File: src/common/qbp_regs.vh
/*
 Timing counts and reset values for the quasi-bidirectional port block.
 Assumes inclusion by bare name from the design files.
*/
`ifndef QBP_REGS_VH
`define QBP_REGS_VH
`define QBP_CLK_HZ 10000000
`define QBP_BOOST_CYCLES 2
`define QBP_LATCH_RESET 8'hFF
`define QBP_MODE_PORT 2'h0
`define QBP_MODE_NONPAGED 2'h1
`define QBP_MODE_PAGE1 2'h2
`define QBP_MODE_PAGE2 2'h3
`define QBP_BIT_T3IO 0
`define QBP_BIT_T3TRIG 1
`define QBP_BIT_SBRX 2
`define QBP_BIT_SBTX 3
`define QBP_BIT_IRQ2 4
`define QBP_BIT_IRQ3 5
`define QBP_BIT_IRQ4 6
`define QBP_BIT_IRQ5 7
`endif

File: src/verilog/qbp_pin_cell.v
/*
 One quasi-bidirectional pin: latch, strong pulldown, momentary boost,
 weak pullup, two-flop input synchroniser.
 Assumes one clock and synchronous active-high reset.
*/
`timescale 1ns/10ps
`default_nettype none
`include "qbp_regs.vh"
module qbp_pin_cell #(
   parameter BOOST = `QBP_BOOST_CYCLES
) (
   input wire clock,
   input wire rst,
   input wire wr_en,
   input wire wr_val,
   input wire alt_en,
   input wire alt_val,
   input wire pin_in,
   output reg pin_out,
   output reg pin_oe,
   output reg weak_pu,
   output reg latch,
   output reg pin_sync
);
   reg sync_a;
   reg [3:0] boost_cnt;
   wire drive_val;
   // Alternate function overrides latch; latch value is ignored while it is on
   assign drive_val = alt_en ? alt_val : latch;

   // Latch and boost timer
   always @(posedge clock) begin
      if (rst) begin
         latch <= 1'b1;
         boost_cnt <= 4'h0;
      end else begin
         if (wr_en) begin
            latch <= wr_val;
         end
         if (wr_en && wr_val && !latch) begin
            boost_cnt <= BOOST[3:0];
         end else if (boost_cnt != 4'h0) begin
            boost_cnt <= boost_cnt - 4'h1;
         end
      end
   end

   // Pin drivers: low is strong, high strong only during boost or an alternate function
   always @(posedge clock) begin
      if (rst) begin
         pin_out <= 1'b1;
         pin_oe <= 1'b0;
         weak_pu <= 1'b1;
      end else begin
         pin_out <= drive_val;
         pin_oe <= !drive_val || alt_en || (boost_cnt != 4'h0);
         weak_pu <= 1'b1;
      end
   end

   // Two-flop synchroniser so pin reads as input level
   always @(posedge clock) begin
      if (rst) begin
         sync_a <= 1'b1;
         pin_sync <= 1'b1;
      end else begin
         sync_a <= pin_in;
         pin_sync <= sync_a;
      end
   end
endmodule // qbp_pin_cell
`default_nettype wire

File: src/verilog/qbp_ports.v
/*
 Quasi-bidirectional upper-address port, strobe/serial port, and the
 alternate functions of the first port's pins.
 Assumes CPU latch writes and memory controls on the core clock; pins
 asynchronous and resolved outside from out/oe plus weak pullup.
*/
// Functional notes
// Upper-address port resets with all latches high, weak pullup only.
// Strobe/serial port resets with all eight latches at one.
// Latched-high pin acts as input; device reads the actual level.
// Writing zero enables strong pulldown until one is written or reset.
// Zero-to-one write briefly drives strong high, then weak pullup.
// External fetch or data access drives high address byte on upper port.
// Page mode one multiplexes high and low address bytes on upper port.
// Page mode two carries high address byte and data byte.
// First port bit one feeds timer three capture/reload trigger.
// First port bit two carries second serial channel receive.
// First port bit three drives second serial channel transmit.
// Interrupts two and four detect rising edges on bits four, six.
// Interrupts three and five detect falling edges on bits five, seven.
// Strobe port offers legacy irqs, serial A, timer inputs, strobes.
// Strobe port bit zero carries first serial channel receive.
// Strobe bit one drives serial A transmit; bits six, seven strobes.
// First port bit zero is timer three external input/output.
// Momentary strong high lasts a fixed short count of core clocks.
// Extra interrupt pins synchronised; one pending pulse per edge.
`timescale 1ns/10ps
`default_nettype none
`include "qbp_regs.vh"
module qbp_ports #(
   parameter BOOST = `QBP_BOOST_CYCLES
) (
   input wire clock,
   input wire rst,
   // Upper-address port
   input wire up_wr_en,
   input wire [7:0] up_wr_data,
   input wire [1:0] mem_mode,
   input wire mem_active,
   input wire addr_phase_low,
   input wire data_phase,
   input wire [15:0] mem_addr,
   input wire data_dir_out,
   input wire [7:0] mem_wdata,
   input wire [7:0] up_pin_in,
   output wire [7:0] up_pin_out,
   output wire [7:0] up_pin_oe,
   output wire [7:0] up_weak_pu,
   output wire [7:0] up_latch,
   output wire [7:0] up_pin_level,
   // Strobe/serial port
   input wire ss_wr_en,
   input wire [7:0] ss_wr_data,
   input wire serial_a_active,
   input wire serial_a_transmit,
   input wire ext_wr_strobe_n,
   input wire ext_rd_strobe_n,
   input wire strobes_active,
   input wire [7:0] ss_pin_in,
   output wire [7:0] ss_pin_out,
   output wire [7:0] ss_pin_oe,
   output wire [7:0] ss_weak_pu,
   output wire [7:0] ss_latch,
   output wire [7:0] ss_pin_level,
   output reg serial_a_receive,
   // First port alternates
   input wire timer3_out_en,
   input wire timer3_out_val,
   input wire serial_b_active,
   input wire serial_b_transmit,
   input wire [7:0] fp_pin_in,
   output reg [7:0] fp_alt_en,
   output reg [7:0] fp_alt_val,
   output reg timer3_external_io,
   output reg timer3_capture_trigger_in,
   output reg serial_b_receive,
   output reg ext_irq_two_rise,
   output reg ext_irq_three_fall,
   output reg ext_irq_four_rise,
   output reg ext_irq_five_fall
);
   reg [7:0] up_alt_val;
   reg up_alt_en;
   reg [7:0] ss_alt_en;
   reg [7:0] ss_alt_val;
   reg [7:0] fp_s1;
   reg [7:0] fp_s2;
   reg [7:0] fp_prev;
   wire [3:0] irq_edge;
   genvar i;

   // Upper-address port bus source by memory mode
   always @* begin
      up_alt_en = mem_active && (mem_mode != `QBP_MODE_PORT);
      up_alt_val = mem_addr[15:8];
      if (mem_mode == `QBP_MODE_PAGE1 && addr_phase_low) begin
         up_alt_val = mem_addr[7:0];
      end else if (mem_mode == `QBP_MODE_PAGE2 && data_phase) begin
         up_alt_val = mem_wdata;
         up_alt_en = mem_active && data_dir_out; // Read phase gives pins back to their latches
      end
   end

   // Strobe/serial port alternates; inputs use the latch-high state
   // Bit zero and the legacy irq and timer pins stay released, read back as inputs
   always @* begin
      ss_alt_en = 8'h00;
      ss_alt_val = 8'hFF;
      ss_alt_en[1] = serial_a_active;
      ss_alt_val[1] = serial_a_transmit;
      ss_alt_en[6] = strobes_active;
      ss_alt_val[6] = ext_wr_strobe_n;
      ss_alt_en[7] = strobes_active;
      ss_alt_val[7] = ext_rd_strobe_n;
   end

   // One cell per pin on each port; a port write strobe reaches all eight
   generate
      for (i = 0; i < 8; i = i + 1) begin : g_pin
         qbp_pin_cell #(.BOOST(BOOST)) u_up (
            .clock(clock),
            .rst(rst),
            .wr_en(up_wr_en),
            .wr_val(up_wr_data[i]),
            .alt_en(up_alt_en),
            .alt_val(up_alt_val[i]),
            .pin_in(up_pin_in[i]),
            .pin_out(up_pin_out[i]),
            .pin_oe(up_pin_oe[i]),
            .weak_pu(up_weak_pu[i]),
            .latch(up_latch[i]),
            .pin_sync(up_pin_level[i])
         );
         qbp_pin_cell #(.BOOST(BOOST)) u_ss (
            .clock(clock),
            .rst(rst),
            .wr_en(ss_wr_en),
            .wr_val(ss_wr_data[i]),
            .alt_en(ss_alt_en[i]),
            .alt_val(ss_alt_val[i]),
            .pin_in(ss_pin_in[i]),
            .pin_out(ss_pin_out[i]),
            .pin_oe(ss_pin_oe[i]),
            .weak_pu(ss_weak_pu[i]),
            .latch(ss_latch[i]),
            .pin_sync(ss_pin_level[i])
         );
      end
   endgenerate

   // Serial A receive from synchronised bit zero
   // Idles high when serial A is off, so the receiver sees a stop level
   always @(posedge clock) begin
      if (rst) begin
         serial_a_receive <= 1'b1;
      end else begin
         serial_a_receive <= serial_a_active ? ss_pin_level[0] : 1'b1;
      end
   end

   // First port output overrides, registered to the pin cells outside
   // Unused bits default to released with a high value, so they read as inputs
   always @(posedge clock) begin
      if (rst) begin
         fp_alt_en <= 8'h00;
         fp_alt_val <= 8'hFF;
      end else begin
         fp_alt_en <= 8'h00;
         fp_alt_val <= 8'hFF;
         fp_alt_en[`QBP_BIT_T3IO] <= timer3_out_en;
         fp_alt_val[`QBP_BIT_T3IO] <= timer3_out_val;
         fp_alt_en[`QBP_BIT_SBTX] <= serial_b_active;
         fp_alt_val[`QBP_BIT_SBTX] <= serial_b_transmit;
      end
   end

   // Two-flop sync then edge detect; first flop feeds only the second
   // Reset to ones, the pulled-up idle level, so no false edge follows reset
   always @(posedge clock) begin
      if (rst) begin
         fp_s1 <= 8'hFF;
         fp_s2 <= 8'hFF;
         fp_prev <= 8'hFF;
      end else begin
         fp_s1 <= fp_pin_in;
         fp_s2 <= fp_s1;
         fp_prev <= fp_s2;
      end
   end

   // Edge detect: rise on bits four and six, fall on five and seven
   generate
      for (i = 0; i < 4; i = i + 1) begin : g_edge
         if (i % 2 == 0) begin : g_rise
            assign irq_edge[i] = fp_s2[`QBP_BIT_IRQ2 + i] & ~fp_prev[`QBP_BIT_IRQ2 + i];
         end else begin : g_fall
            assign irq_edge[i] = ~fp_s2[`QBP_BIT_IRQ2 + i] & fp_prev[`QBP_BIT_IRQ2 + i];
         end
      end
   endgenerate

   // Inputs and one-cycle interrupt event pulses
   always @(posedge clock) begin
      if (rst) begin
         timer3_external_io <= 1'b1;
         timer3_capture_trigger_in <= 1'b1;
         serial_b_receive <= 1'b1;
         ext_irq_two_rise <= 1'b0;
         ext_irq_three_fall <= 1'b0;
         ext_irq_four_rise <= 1'b0;
         ext_irq_five_fall <= 1'b0;
      end else begin
         timer3_external_io <= fp_s2[`QBP_BIT_T3IO];
         timer3_capture_trigger_in <= fp_s2[`QBP_BIT_T3TRIG];
         serial_b_receive <= serial_b_active ? fp_s2[`QBP_BIT_SBRX] : 1'b1;
         ext_irq_two_rise <= irq_edge[0];
         ext_irq_four_rise <= irq_edge[2];
         ext_irq_three_fall <= irq_edge[1];
         ext_irq_five_fall <= irq_edge[3];
      end
   end
endmodule // qbp_ports
`default_nettype wire

File: config.mk
export PLATFORM = sky130hd
export DESIGN_NAME = qbp_ports
export DESIGN_NICKNAME = d
export VERILOG_FILES = /design/src/verilog/qbp_pin_cell.v /design/src/verilog/qbp_ports.v
export VERILOG_INCLUDE_DIRS = /design/src /design/src/common
export SDC_FILE = /design/constraint.sdc
export NUM_CORES = 1
export LEC_CHECK = 0
export ABC_AREA = 0
export BUFFER_PORTS_ARGS = -buffer_cell sky130_fd_sc_hd__buf_4
export CORE_ASPECT_RATIO = 0.7
export CORE_MARGIN = 3
export CORE_UTILIZATION = 55
export DETAILED_ROUTE_END_ITERATION = 16
export GPL_TIMING_DRIVEN = 0
export PLACE_DENSITY = 0.95
export SYNTH_ARGS = -nofsm -noshare
export SYNTH_HDL_FRONTEND = slang
export SYNTH_SLANG_ARGS = --single-unit
export TNS_END_PERCENT = 10
File: constraint.sdc
create_clock -name clock -period 4.1 [get_ports clock]
set_clock_uncertainty 0.1 [all_clocks]
set_input_delay 0.41 -clock clock [delete_from_list [all_inputs] [get_ports clock]]
set_output_delay 0.41 -clock clock [all_outputs]
set_load 0.02 [all_outputs]
==> results of run 1 <==
power by group:
part | total [uW] | internal (uW) | switching [uW]
Combinational | 908 | 437 | 471
Clock | 1720 | 1050 | 674
Sequential | 2010 | 1890 | 119
Total | 4640 | 3370 | 1260
per-stage QoR:
step | hold WS [ns] | std cells | worst slack (ns) | util
after detailed placement | 0.280 | 991 | 2.02 | 0.706
after CTS | 0.0577 | 1022 | 2.41 | 0.762
after global placement | 0.277 | 991 | 2.03 | 0.706
final | 0.0654 | 1022 | 2.39 | 0.762
after global routing | 0.0541 | 1022 | 2.29 | 0.762
after floorplan | 0.273 | 683 | 2.46 | -
worst register-to-register path: cells and delay by family (launching register included):
family / cells / cell delay [ns]
AO/OA/AOI/OAI: 2 / 0.45
flip-flops: 1 / 0.34
AND/OR/NAND/NOR: 1 / 0.43
kinds of logic after synthesis:
family	share of synthesized area
simple gates	0.173
flops	0.535
compound gates	0.131
buf+inv	0.129
mux	0.0186
xor+xnor	0.0134
other cells	0.00115
worst max path at each step:
| stage | from | endpoint | slack (ns) | depth (start not counted) |
|---|---|---|---|---|
| after global placement | rst | g_pin[6].u_up.pin_oe$_SDFF_PP0_ | 2.03 | 5 |
| after floorplan | mem_mode[0] | g_pin[0].u_up.pin_out$_SDFF_PP1_ | 2.46 | 6 |
| after global routing | rst | g_pin[6].u_up.pin_oe$_SDFF_PP0_ | 2.29 | 5 |
| after detailed placement | rst | g_pin[4].u_up.pin_oe$_SDFF_PP0_ | 2.02 | 5 |
| final | rst | g_pin[6].u_up.pin_oe$_SDFF_PP0_ | 2.39 | 5 |
| after CTS | rst | g_pin[6].u_up.pin_oe$_SDFF_PP0_ | 2.41 | 5 |
per-layer routing:
layer | share of wire | vias up | GRT usage
met1 | 0.44 | 2341 | 0.295
met5 | 0 | - | 0
met3 | 0.051 | 17 | 0.0450
met4 | 0.012 | 0 | 0.0550
li1 | - | 2556 | -
met2 | 0.49 | 170 | 0.376
area by class of cell:
cell class                      count  area (sq um)
Sequential cell                   174          3480
Buffer                            116           811
Inverter                            8          30.0
Clock inverter                     13           198
Multi-Input combinational cell    385          2290
Timing Repair Buffer              155          1160
Fill cell                         775          2690
Tap cell                          153           191
Clock buffer                       18           439
synthesized netlist by cell type (2+ instances only):
master	count
sky130_fd_sc_hd__conb_1	2
sky130_fd_sc_hd__xor2_1	3
sky130_fd_sc_hd__o32ai_1	8
sky130_fd_sc_hd__o311ai_4	2
sky130_fd_sc_hd__o211ai_1	9
sky130_fd_sc_hd__o41a_1	2
sky130_fd_sc_hd__nor2b_1	3
sky130_fd_sc_hd__nand2_1	36
sky130_fd_sc_hd__clkbuf_1	17
sky130_fd_sc_hd__nor2_1	35
sky130_fd_sc_hd__inv_2	2
sky130_fd_sc_hd__a31oi_1	14
sky130_fd_sc_hd__nand2b_1	10
sky130_fd_sc_hd__o21ai_1	11
sky130_fd_sc_hd__o31ai_1	6
sky130_fd_sc_hd__nor3_1	15
sky130_fd_sc_hd__nor3b_1	2
sky130_fd_sc_hd__or2_1	60
sky130_fd_sc_hd__a21oi_1	34
sky130_fd_sc_hd__o311ai_1	6
sky130_fd_sc_hd__dfxtp_1	174
sky130_fd_sc_hd__buf_6	2
sky130_fd_sc_hd__xnor2_1	7
sky130_fd_sc_hd__o21ai_0	32
sky130_fd_sc_hd__mux2i_1	11
sky130_fd_sc_hd__o22ai_1	3
sky130_fd_sc_hd__nand3b_1	19
sky130_fd_sc_hd__buf_4	92
sky130_fd_sc_hd__inv_1	6
sky130_fd_sc_hd__a211oi_1	3
sky130_fd_sc_hd__or3_1	10
sky130_fd_sc_hd__and4b_1	4
sky130_fd_sc_hd__a41oi_1	3
sky130_fd_sc_hd__buf_2	3
sky130_fd_sc_hd__and4_1	7
==> run summary, run 1 <==
===============================================================================================
Count of state elements after synthesis ..........................................          174
Gate Count Post-Synth ............................................................          657
Leading registers by flop count .................................................. g_pin.u_ss.boost_cnt: 32 flops, g_pin.u_up.boost_cnt: 32 flops
Avg Synthesized Cell Area ........................................................   9.92 sq um
Die Area .........................................................................  13200 sq um
Layout cell share with drive strength beyond 1 ...................................        0.333
Required time of the critical path ...............................................      4.27 ns
CTS sink cnt .....................................................................          174
Nets .............................................................................          940
Resized Gates After CTS ..........................................................            0
Minimum period implied by the final worst setup slack ............................      1.71 ns
Share of synthesized flip-flops with an asynchronous set or reset ................            0
Critical Path, Cell by Cell ...................................................... buf_4 -> clkbuf_1 -> clkbuf_1 -> clkbuf_1 -> a31oi_1
Global-route usage over all layers ...............................................        0.223
Leak pwr .........................................................................   0.00377 uW
Class of the tightest hold or removal check ......................................    in -> reg
Avg WL per Cell ..................................................................      14.3 um
Ys flop type ..................................................................... sky130_fd_sc_hd__dfxtp_1
Maximum buffer depth of the clock tree ...........................................            2
Crit path capture type ...........................................................         flop
Internal reg-to-reg setup slack ..................................................      2.65 ns
Sum of net half-perimeters after detailed placement ..............................     10600 um
Post-detailed-route count of antenna-violating nets ..............................            0
Post-CTS repair timing setup buffer count ........................................            0
Cell types with the largest area share after synthesis ........................... sky130_fd_sc_hd__dfxtp_1 (53%), sky130_fd_sc_hd__buf_4 (11%), sky130_fd_sc_hd__or2_1 (5.8%)
Final wirelength .................................................................     14700 um
Startpoint type of the worst setup path ..........................................   input port
Distinct cell type count after synthesis .........................................           39
Total power divided by cell area .................................................  539 nW/um^2
Proportion of netlist area held by the largest area contributor ..................        0.535
Hold Path Origin ................................................................. up_pin_in[1]
Initial antenna violation count ..................................................            0
Depth of the worst register-to-register path .....................................            3
N_diodes .........................................................................            0
Via count of the first global-routing pass .......................................         4809
Portion of the post-synthesis area used by sequential elements ...................        0.535
First-pass GRT wire length .......................................................     23500 um
Remaining design rule violation count ............................................            0
Critical setup path kind .........................................................    in -> reg
Via total after detailed routing .................................................         5084
Reg-to-reg critical path endpoint ................................................ g_pin[4].u_ss.boost_cnt[1]$_SDFFE_PP0P_
Commonest cells after routing, fill and taps aside ............................... sky130_fd_sc_hd__buf_4 (247), sky130_fd_sc_hd__dfxtp_1 (174), sky130_fd_sc_hd__or2_1 (60), sky130_fd_sc_hd__nand2_1 (36), sky130_fd_sc_hd__nor2_1 (35)
TritonCTS clock tree .............................................................        built
Worst min-delay path endpoint .................................................... g_pin[1].u_up.sync_a$_SDFF_PP1_
Count of buffers from port buffering .............................................          155
R2r startpoint ................................................................... g_pin[4].u_ss.boost_cnt[1]$_SDFFE_PP0P_
Total core area ..................................................................  11300 sq um
Warnings from Yosys ..............................................................            0
Pin count of the biggest net entering global routing .............................           17
Max-capacitance violation count ..................................................            0
Leading area contributor after synthesis ......................................... sky130_fd_sc_hd__dfxtp_1
Average via count per standard cell ..............................................         4.97
Result of the run ................................................................ complete, no violations
Top achievable clock speed .......................................................      586 MHz
Part of the cycle the worst path needs ...........................................        0.416
WP buf/inv .......................................................................            4
Placed instance area .............................................................   7970 sq um
Final hold violation count .......................................................            0
Die outline height ...............................................................      97.1 um
Critical path's top delay family ................................................. buffers and inverters
Number of failing setup endpoints in the final timing report .....................            0
Tightest Pin Transition ..........................................................     0.736 ns
First DRT Iteration DRCs .........................................................          304
Die X-Extent .....................................................................       136 um
Quantity of hold-fixing buffers added after cts ..................................            0
Overflow left after global routing ...............................................            0
Number of detailed-routing iterations run before antenna repair ..................            5
Clock input transition at the sequential cells of the worst setup and hold paths .      0.07 ns
RSZ-0062 raised after global routing .............................................        false
Hold Path Cell Cnt ...............................................................            2
Max-slew headroom ................................................................        0.509
Netlist area before placement ....................................................   6520 sq um
PnR Total Power ..................................................................      4640 uW
Crit path DAT ....................................................................      1.87 ns
Cell area after layout ...........................................................   8610 sq um
RePlAce Congestion ...............................................................        0.810
Standard-cell row count ..........................................................           32
Layout-stage area growth over the synthesis result ...............................        32.1%
Crit path largest cell delay .....................................................      0.47 ns
Total Neg Setup Slack ............................................................         0 ns
Number of synthesized flops with an enable pin ...................................            0
Worst IR Drop VDD ................................................................     0.325 mV
Inserted Clock Buffers ...........................................................           17
Most used cell along the critical path ........................................... sky130_fd_sc_hd__clkbuf_1
Cell at the root of the clock tree ............................................... sky130_fd_sc_hd__clkbuf_16
Number of pins exceeding their max-slew limit in the final report ................            0
I/O pin count ....................................................................          187
Commonest non-fill, non-tap cell in the layout ................................... sky130_fd_sc_hd__buf_4
H-tree levels ....................................................................            4
Largest fanout on the critical path ..............................................           10
Initial Utilization ..............................................................        0.577
Clock Latency Late Sink ..........................................................      0.41 ns
Highest-delay cell along the critical path ....................................... sky130_fd_sc_hd__clkbuf_1
===============================================================================================
(Power assumes the default switching activity.)
==> inputs of run 2 (changes only) <==
Settings changed: CORE_UTILIZATION 55 to 52, PLACE_DENSITY 0.95 to 0.91.
Clock period 4.1 ns to 1.8 ns, I/O delays scaled along.
==> run 2 against run 1 <==
Sequential power grew 130%. Design area up 5.3%. Clock power grew 110%. Die area increased by 5.5%. Register-to-register slack lost 2.3 ns. Critical path depth increased by 1. Via count is 7.2% higher. Critical endpoint is now g_pin[7].u_ss.pin_out$_SDFF_PP1_. Highest routed layer unchanged.
==> run summary, run 2 (synthesis gave the netlist of run 1 again) <==
===============================================================================================
Inserted Clock Buffers ...........................................................           17   unchanged
Leak pwr .........................................................................   0.00395 uW   +4.9%
Net switching fraction of the power ..............................................        0.288   +0.0156
Initial antenna violation count ..................................................            0   unchanged
N_diodes .........................................................................            0   unchanged
Overflow left after global routing ...............................................            0   unchanged
Initial Utilization ..............................................................        0.544   -0.0329
Final hold violation count .......................................................            0   unchanged
Layout cell share with drive strength beyond 1 ...................................        0.313   -0.0192
Clock Latency Late Sink ..........................................................      0.41 ns   about the same
Number of pins exceeding their max-slew limit in the final report ................            0   unchanged
First DRT Iteration DRCs .........................................................          291   -4.3%
Class of the tightest hold or removal check ......................................    in -> reg
Die Area .........................................................................  13900 sq um   +5.5%
Post-CTS repair timing setup buffer count ........................................            0   unchanged
Commonest non-fill, non-tap cell in the layout ................................... sky130_fd_sc_hd__buf_4
I/O pin count ....................................................................          187   unchanged
Sequential cell area in the final layout .........................................   3480 sq um   unchanged
Cell area after layout ...........................................................   9060 sq um   +5.3%
Critical setup path kind .........................................................    in -> reg
Nets .............................................................................          990   +5.3%
Average via count per standard cell ..............................................         5.06   +1.8%
Highest-delay cell along the critical path ....................................... sky130_fd_sc_hd__dlygate4sd3_1
Maximum buffer depth of the clock tree ...........................................            2   unchanged
Total core area ..................................................................  12000 sq um   +6.1%
RSZ-0062 raised after global routing .............................................        false
Layout-stage area growth over the synthesis result ...............................        39.0%
Via total after detailed routing .................................................         5448   +7.2%
Total power divided by cell area ................................................. 1150 nW/um^2   +110%
Sum of net half-perimeters after detailed placement ..............................     10800 um   +1.4%
Most used cell along the critical path ........................................... sky130_fd_sc_hd__clkbuf_1
Crit path DAT ....................................................................      1.89 ns   +0.02 ns
Crit path capture type ...........................................................         flop
Fraction of power consumed by sequential logic ...................................        0.439   +0.006
Max-capacitance violation count ..................................................            0   unchanged
Via count of the first global-routing pass .......................................         5357   +11%
Final wirelength .................................................................     17100 um   +16%
Standard-cell row count ..........................................................           33   +3.1%
RePlAce Congestion ...............................................................        0.822   +1.5%
Part of the cycle the worst path needs ...........................................        0.921
Die X-Extent .....................................................................       140 um   +2.7%
Count of buffers from port buffering .............................................          155   unchanged
Startpoint type of the worst setup path ..........................................   input port
Number of detailed-routing iterations run before antenna repair ..................            5   unchanged
Clock share of power .............................................................        0.349   -0.022
Combinational share of power .....................................................        0.212   +0.016
Die outline height ...............................................................      99.7 um   +2.7%
H-tree levels ....................................................................            4   unchanged
First-pass GRT wire length .......................................................     26900 um   +14%
Commonest cells after routing, fill and taps aside ............................... sky130_fd_sc_hd__buf_4 (247), sky130_fd_sc_hd__dfxtp_1 (174), sky130_fd_sc_hd__or2_1 (60), sky130_fd_sc_hd__dlygate4sd3_1 (50), sky130_fd_sc_hd__nand2_1 (36)
Multi-input gate area in the final layout ........................................   2290 sq um   unchanged
Required time of the critical path ...............................................      2.03 ns   -2.24 ns
PnR Total Power ..................................................................     10500 uW   +130%
TritonCTS clock tree .............................................................        built
Post-detailed-route count of antenna-violating nets ..............................            0   unchanged
Number of failing setup endpoints in the final timing report .....................            0   unchanged
Fill cell instance count of the final layout .....................................          769   -0.77%
Max-slew headroom ................................................................        0.463   -0.0466
Total internal power .............................................................      7440 uW   +120%
DP Cell Count ....................................................................          995   +0.40%
Avg WL per Cell ..................................................................      15.9 um   +11%
Layout Cells excl Fill ...........................................................         1076   +5.3%
Crit path largest cell delay .....................................................      0.57 ns   +0.10 ns
Global-route usage over all layers ...............................................        0.242   +0.0191
CTS sink cnt .....................................................................          174   unchanged
Worst IR Drop VDD ................................................................     0.978 mV   +200%
Top achievable clock speed .......................................................      603 MHz
Minimum period implied by the final worst setup slack ............................      1.66 ns
Tightest Pin Transition ..........................................................     0.806 ns   +0.0699 ns
Cell at the root of the clock tree ............................................... sky130_fd_sc_hd__clkbuf_16
Result of the run ................................................................ complete, no violations
Pin count of the biggest net entering global routing .............................           17   unchanged
Placed instance area .............................................................   7970 sq um   about the same
Clock input transition at the sequential cells of the worst setup and hold paths .      0.06 ns   about the same
Critical Path, Cell by Cell ...................................................... buf_4 -> clkbuf_1 -> clkbuf_1 -> a21oi_1 -> dlygate4sd3_1 -> o21ai_0
Switching power summed over all nets .............................................      3020 uW   +140%
Remaining design rule violation count ............................................            0   unchanged
Leading registers by flop count .................................................. g_pin.u_ss.boost_cnt: 32 flops, g_pin.u_up.boost_cnt: 32 flops
Largest fanout on the critical path ..............................................           10   unchanged
===============================================================================================
-- run 2: changes by cell type in the layout (fill, tap and decap cells not counted) --
cell / delta
sky130_fd_sc_hd__inv_8: +2
sky130_fd_sc_hd__bufinv_16: -2
sky130_fd_sc_hd__inv_6: -2
sky130_fd_sc_hd__clkinv_2: +1
sky130_fd_sc_hd__dlygate4sd3_1: +50
sky130_fd_sc_hd__clkbuf_1: +1
sky130_fd_sc_hd__clkbuf_8: -1
sky130_fd_sc_hd__clkinvlp_4: +1
-- run 2: what timing repair did --
item / CTS / global route
hold buffers: 50 / 0
hold endpoints to repair: 56 / 0
resized for setup: 0 / 0
-- run 2: cell type report --
cell class | instances | area share
sequential | 174 | 0.385
multi-input combinational | 385 | 0.253
timing repair buffer | 205 | 0.184
buffer | 116 | 0.0895
clock buffer | 18 | 0.0474
tap | 157 | 0.0217
clock inverter | 13 | 0.0171
inverter | 8 | 0.00331
-- run 2: worst paths after layout --
path / from / endpoint / slack (ns) / cells past startpoint
setup reg to reg: g_pin[4].u_ss.boost_cnt[1]$_SDFFE_PP0P_ / g_pin[4].u_ss.boost_cnt[1]$_SDFFE_PP0P_ / 0.33 / 3
setup / recovery: rst / g_pin[7].u_ss.pin_out$_SDFF_PP1_ / 0.14 / 6
hold / removal: mem_addr[15] / g_pin[7].u_up.pin_out$_SDFF_PP1_ / 0.03 / 3
hold reg to reg: g_pin[7].u_ss.sync_a$_SDFF_PP1_ / g_pin[7].u_ss.pin_sync$_SDFF_PP1_ / 0.29 / 1
-- run 2: power groups by stage --
stage / Combinational (uW) / Sequential [uW] / Clock (uW)
after CTS: 2160 / 4580 / 3660
after global routing: 2400 / 4640 / 3850
after detailed placement: 2010 / 4640 / 0
after floorplan: 1430 / 4580 / 0
final: 2210 / 4590 / 3650
after global placement: 1960 / 4610 / 0
-- run 2: worst max-delay path: cells and delay by family --
kind | cells | cell delay [ns]
AOI/OAI and AO/OA | 2 | 0.15
buffers and inverters | 4 | 1.57
-- run 2: stage by stage --
stage | TNS (ns) | setup WS, ns | hold WS, ns | util
floorplan | 0 | 0.390 | 0.163 | -
global placement | -1.36 | -0.120 | 0.258 | 0.666
detailed placement | -1.31 | -0.0868 | 0.260 | 0.666
CTS | 0 | 0.148 | 0.0276 | 0.757
global route | 0 | 0.0748 | 0.0550 | 0.757
finish | 0 | 0.142 | 0.0339 | 0.757
-- run 2: routing by layer --
metal	up-vias	track usage	routed length (um)
li1	2645	-	-
met1	2571	0.295	6890
met2	200	0.417	8770
met3	32	0.0572	996
met4	0	0.0975	407
met5	-	0	0
==> inputs of run 3 (changes only) <==
Clock period 1.8 ns to 1.7 ns, I/O delays scaled along.
==> run 3 against run 2 <==
Die area is the same. Highest routed layer unchanged. Combinational power is 6% higher. Design area about the same. Power up 6.0%. Register-to-register slack got worse by 0.10 ns. Routed wire length hardly changed. Critical path type unchanged.
==> run summary, run 3 (synthesis gave the netlist of run 1 again) <==
===============================================================================================
Die outline height ...............................................................      99.7 um   unchanged
Startpoint type of the worst setup path ..........................................   input port
Class of the tightest hold or removal check ......................................    in -> reg
Result of the run ................................................................ complete, no violations
Initial Utilization ..............................................................        0.544   unchanged
Via total after detailed routing .................................................         5434   -0.26%
Clock input transition at the sequential cells of the worst setup and hold paths .      0.07 ns   about the same
Post-route worst setup slack .....................................................     0.159 ns   +0.0173 ns
Post-detailed-route count of antenna-violating nets ..............................            0   unchanged
Commonest cells after routing, fill and taps aside ............................... sky130_fd_sc_hd__buf_4 (247), sky130_fd_sc_hd__dfxtp_1 (174), sky130_fd_sc_hd__or2_1 (60), sky130_fd_sc_hd__dlygate4sd3_1 (50), sky130_fd_sc_hd__nand2_1 (36)
Top achievable clock speed .......................................................      649 MHz
Largest fanout on the critical path ..............................................           10   unchanged
Required time of the critical path ...............................................      1.86 ns   -0.17 ns
Maximum buffer depth of the clock tree ...........................................            2   unchanged
Worst IR Drop VDD ................................................................      1.03 mV   +5.5%
Layout-stage area growth over the synthesis result ...............................        39.0%   about the same
Die Area .........................................................................  13900 sq um   unchanged
Avg WL per Cell ..................................................................      15.9 um   about the same
Commonest non-fill, non-tap cell in the layout ................................... sky130_fd_sc_hd__buf_4
Total Neg Setup Slack ............................................................         0 ns   unchanged
Standard-cell row count ..........................................................           33   unchanged
Remaining design rule violation count ............................................            0   unchanged
Worst setup slack before clock tree synthesis ....................................    -0.177 ns   -0.0900 ns
Part of the cycle the worst path needs ...........................................        0.907
H-tree levels ....................................................................            4   unchanged
Via count of the first global-routing pass .......................................         5357   unchanged
Number of failing setup endpoints in the final timing report .....................            0   unchanged
Global-route usage over all layers ...............................................        0.242   unchanged
Total power divided by cell area ................................................. 1220 nW/um^2   +5.9%
Final core utilization ...........................................................        0.757   about the same
Count of buffers from port buffering .............................................          155   unchanged
I/O pin count ....................................................................          187   unchanged
Leak pwr .........................................................................   0.00396 uW   about the same
Layout Cells excl Fill ...........................................................         1076   unchanged
Max-capacitance violation count ..................................................            0   unchanged
Worst hold slack .................................................................    0.0244 ns   -0.00951 ns
Initial antenna violation count ..................................................            0   unchanged
First-pass GRT wire length .......................................................     26900 um   unchanged
CTS sink cnt .....................................................................          174   unchanged
Clock Latency Late Sink ..........................................................      0.41 ns   about the same
Tightest Pin Transition ..........................................................     0.816 ns   +0.00950 ns
Crit path DAT ....................................................................      1.70 ns   -0.19 ns
Average via count per standard cell ..............................................         5.05   -0.26%
Final wirelength .................................................................     17100 um   about the same
Nets .............................................................................          990   unchanged
Inserted Clock Buffers ...........................................................           17   unchanged
Minimum period implied by the final worst setup slack ............................      1.54 ns
Overflow left after global routing ...............................................            0   unchanged
Post-CTS repair timing setup buffer count ........................................            0   unchanged
DP Cell Count ....................................................................          995   unchanged
Cell at the root of the clock tree ............................................... sky130_fd_sc_hd__clkbuf_16
Critical setup path kind .........................................................    in -> reg
Max-slew headroom ................................................................        0.456   -0.00633
Sum of net half-perimeters after detailed placement ..............................     10800 um   unchanged
Final hold violation count .......................................................            0   unchanged
Die X-Extent .....................................................................       140 um   unchanged
Crit path capture type ...........................................................         flop
First DRT Iteration DRCs .........................................................          324   +11%
RSZ-0062 raised after global routing .............................................        false
Total core area ..................................................................  12000 sq um   unchanged
Pin count of the biggest net entering global routing .............................           17   unchanged
N_diodes .........................................................................            0   unchanged
Layout cell share with drive strength beyond 1 ...................................        0.314   +0.00109
RePlAce Congestion ...............................................................        0.822   unchanged
Number of detailed-routing iterations run before antenna repair ..................            5   unchanged
Number of pins exceeding their max-slew limit in the final report ................            0   unchanged
TritonCTS clock tree .............................................................        built
Leading registers by flop count .................................................. g_pin.u_ss.boost_cnt: 32 flops, g_pin.u_up.boost_cnt: 32 flops
===============================================================================================
==> run 3: area by class of cell <==
type | count | area [sq um]
Buffer | 116 | 812
Clock buffer | 18 | 429
Clock inverter | 13 | 155
Fill cell | 769 | 2910
Inverter | 8 | 30.0
Multi-Input combinational cell | 385 | 2290
Sequential cell | 174 | 3480
Tap cell | 157 | 196
Timing Repair Buffer | 205 | 1660
==> run 3: critical path: stages <==
cell                       delay, ns
sky130_fd_sc_hd__buf_4          0.11
sky130_fd_sc_hd__clkbuf_1       0.43
sky130_fd_sc_hd__clkbuf_1       0.39
sky130_fd_sc_hd__clkbuf_1       0.50
sky130_fd_sc_hd__a21oi_1        0.11
==> run 3: metrics by stage <==
step	power, uW	area, sq um
after detailed placement	7050	7970
final	11100	9060
after floorplan	6370	6610
after global placement	6960	7970
after global routing	11500	9060
after CTS	11000	9060
==> run 3: final timing paths <==
check | cells after the start | slack, ns | start | to
max reg2reg | 3 | 0.23 | g_pin[4].u_ss.boost_cnt[1]$_SDFFE_PP0P_ | g_pin[4].u_ss.boost_cnt[1]$_SDFFE_PP0P_
max | 5 | 0.16 | rst | g_pin[4].u_up.boost_cnt[1]$_SDFFE_PP0P_
min | 3 | 0.02 | mem_addr[15] | g_pin[7].u_up.pin_out$_SDFF_PP1_
min reg2reg | 1 | 0.29 | g_pin[7].u_ss.sync_a$_SDFF_PP1_ | g_pin[7].u_ss.pin_sync$_SDFF_PP1_
==> run 3: layer usage <==
metal	global-route usage	vias up	part of all wire	wire length, um
li1	-	2647	-	-
met2	0.417	223	0.51	8740
met4	0.0975	0	0.025	421
met1	0.295	2529	0.40	6900
met3	0.0572	35	0.060	1020
met5	0	-	0	0
==> run 3: what timing repair did <==
action | in CTS | in global routing
setup endpoints to repair | 0 | 1
resized for setup | 0 | 2
hold buffers | 50 | 0
endpoints found under the hold margin | 59 | 0
==> run 3: power breakdown <==
part | switching, uW | leakage, uW | internal, uW
registers | 311 | 0.00143 | 4550
clock network | 1670 | 0.000282 | 2200
logic | 1220 | 0.00224 | 1130
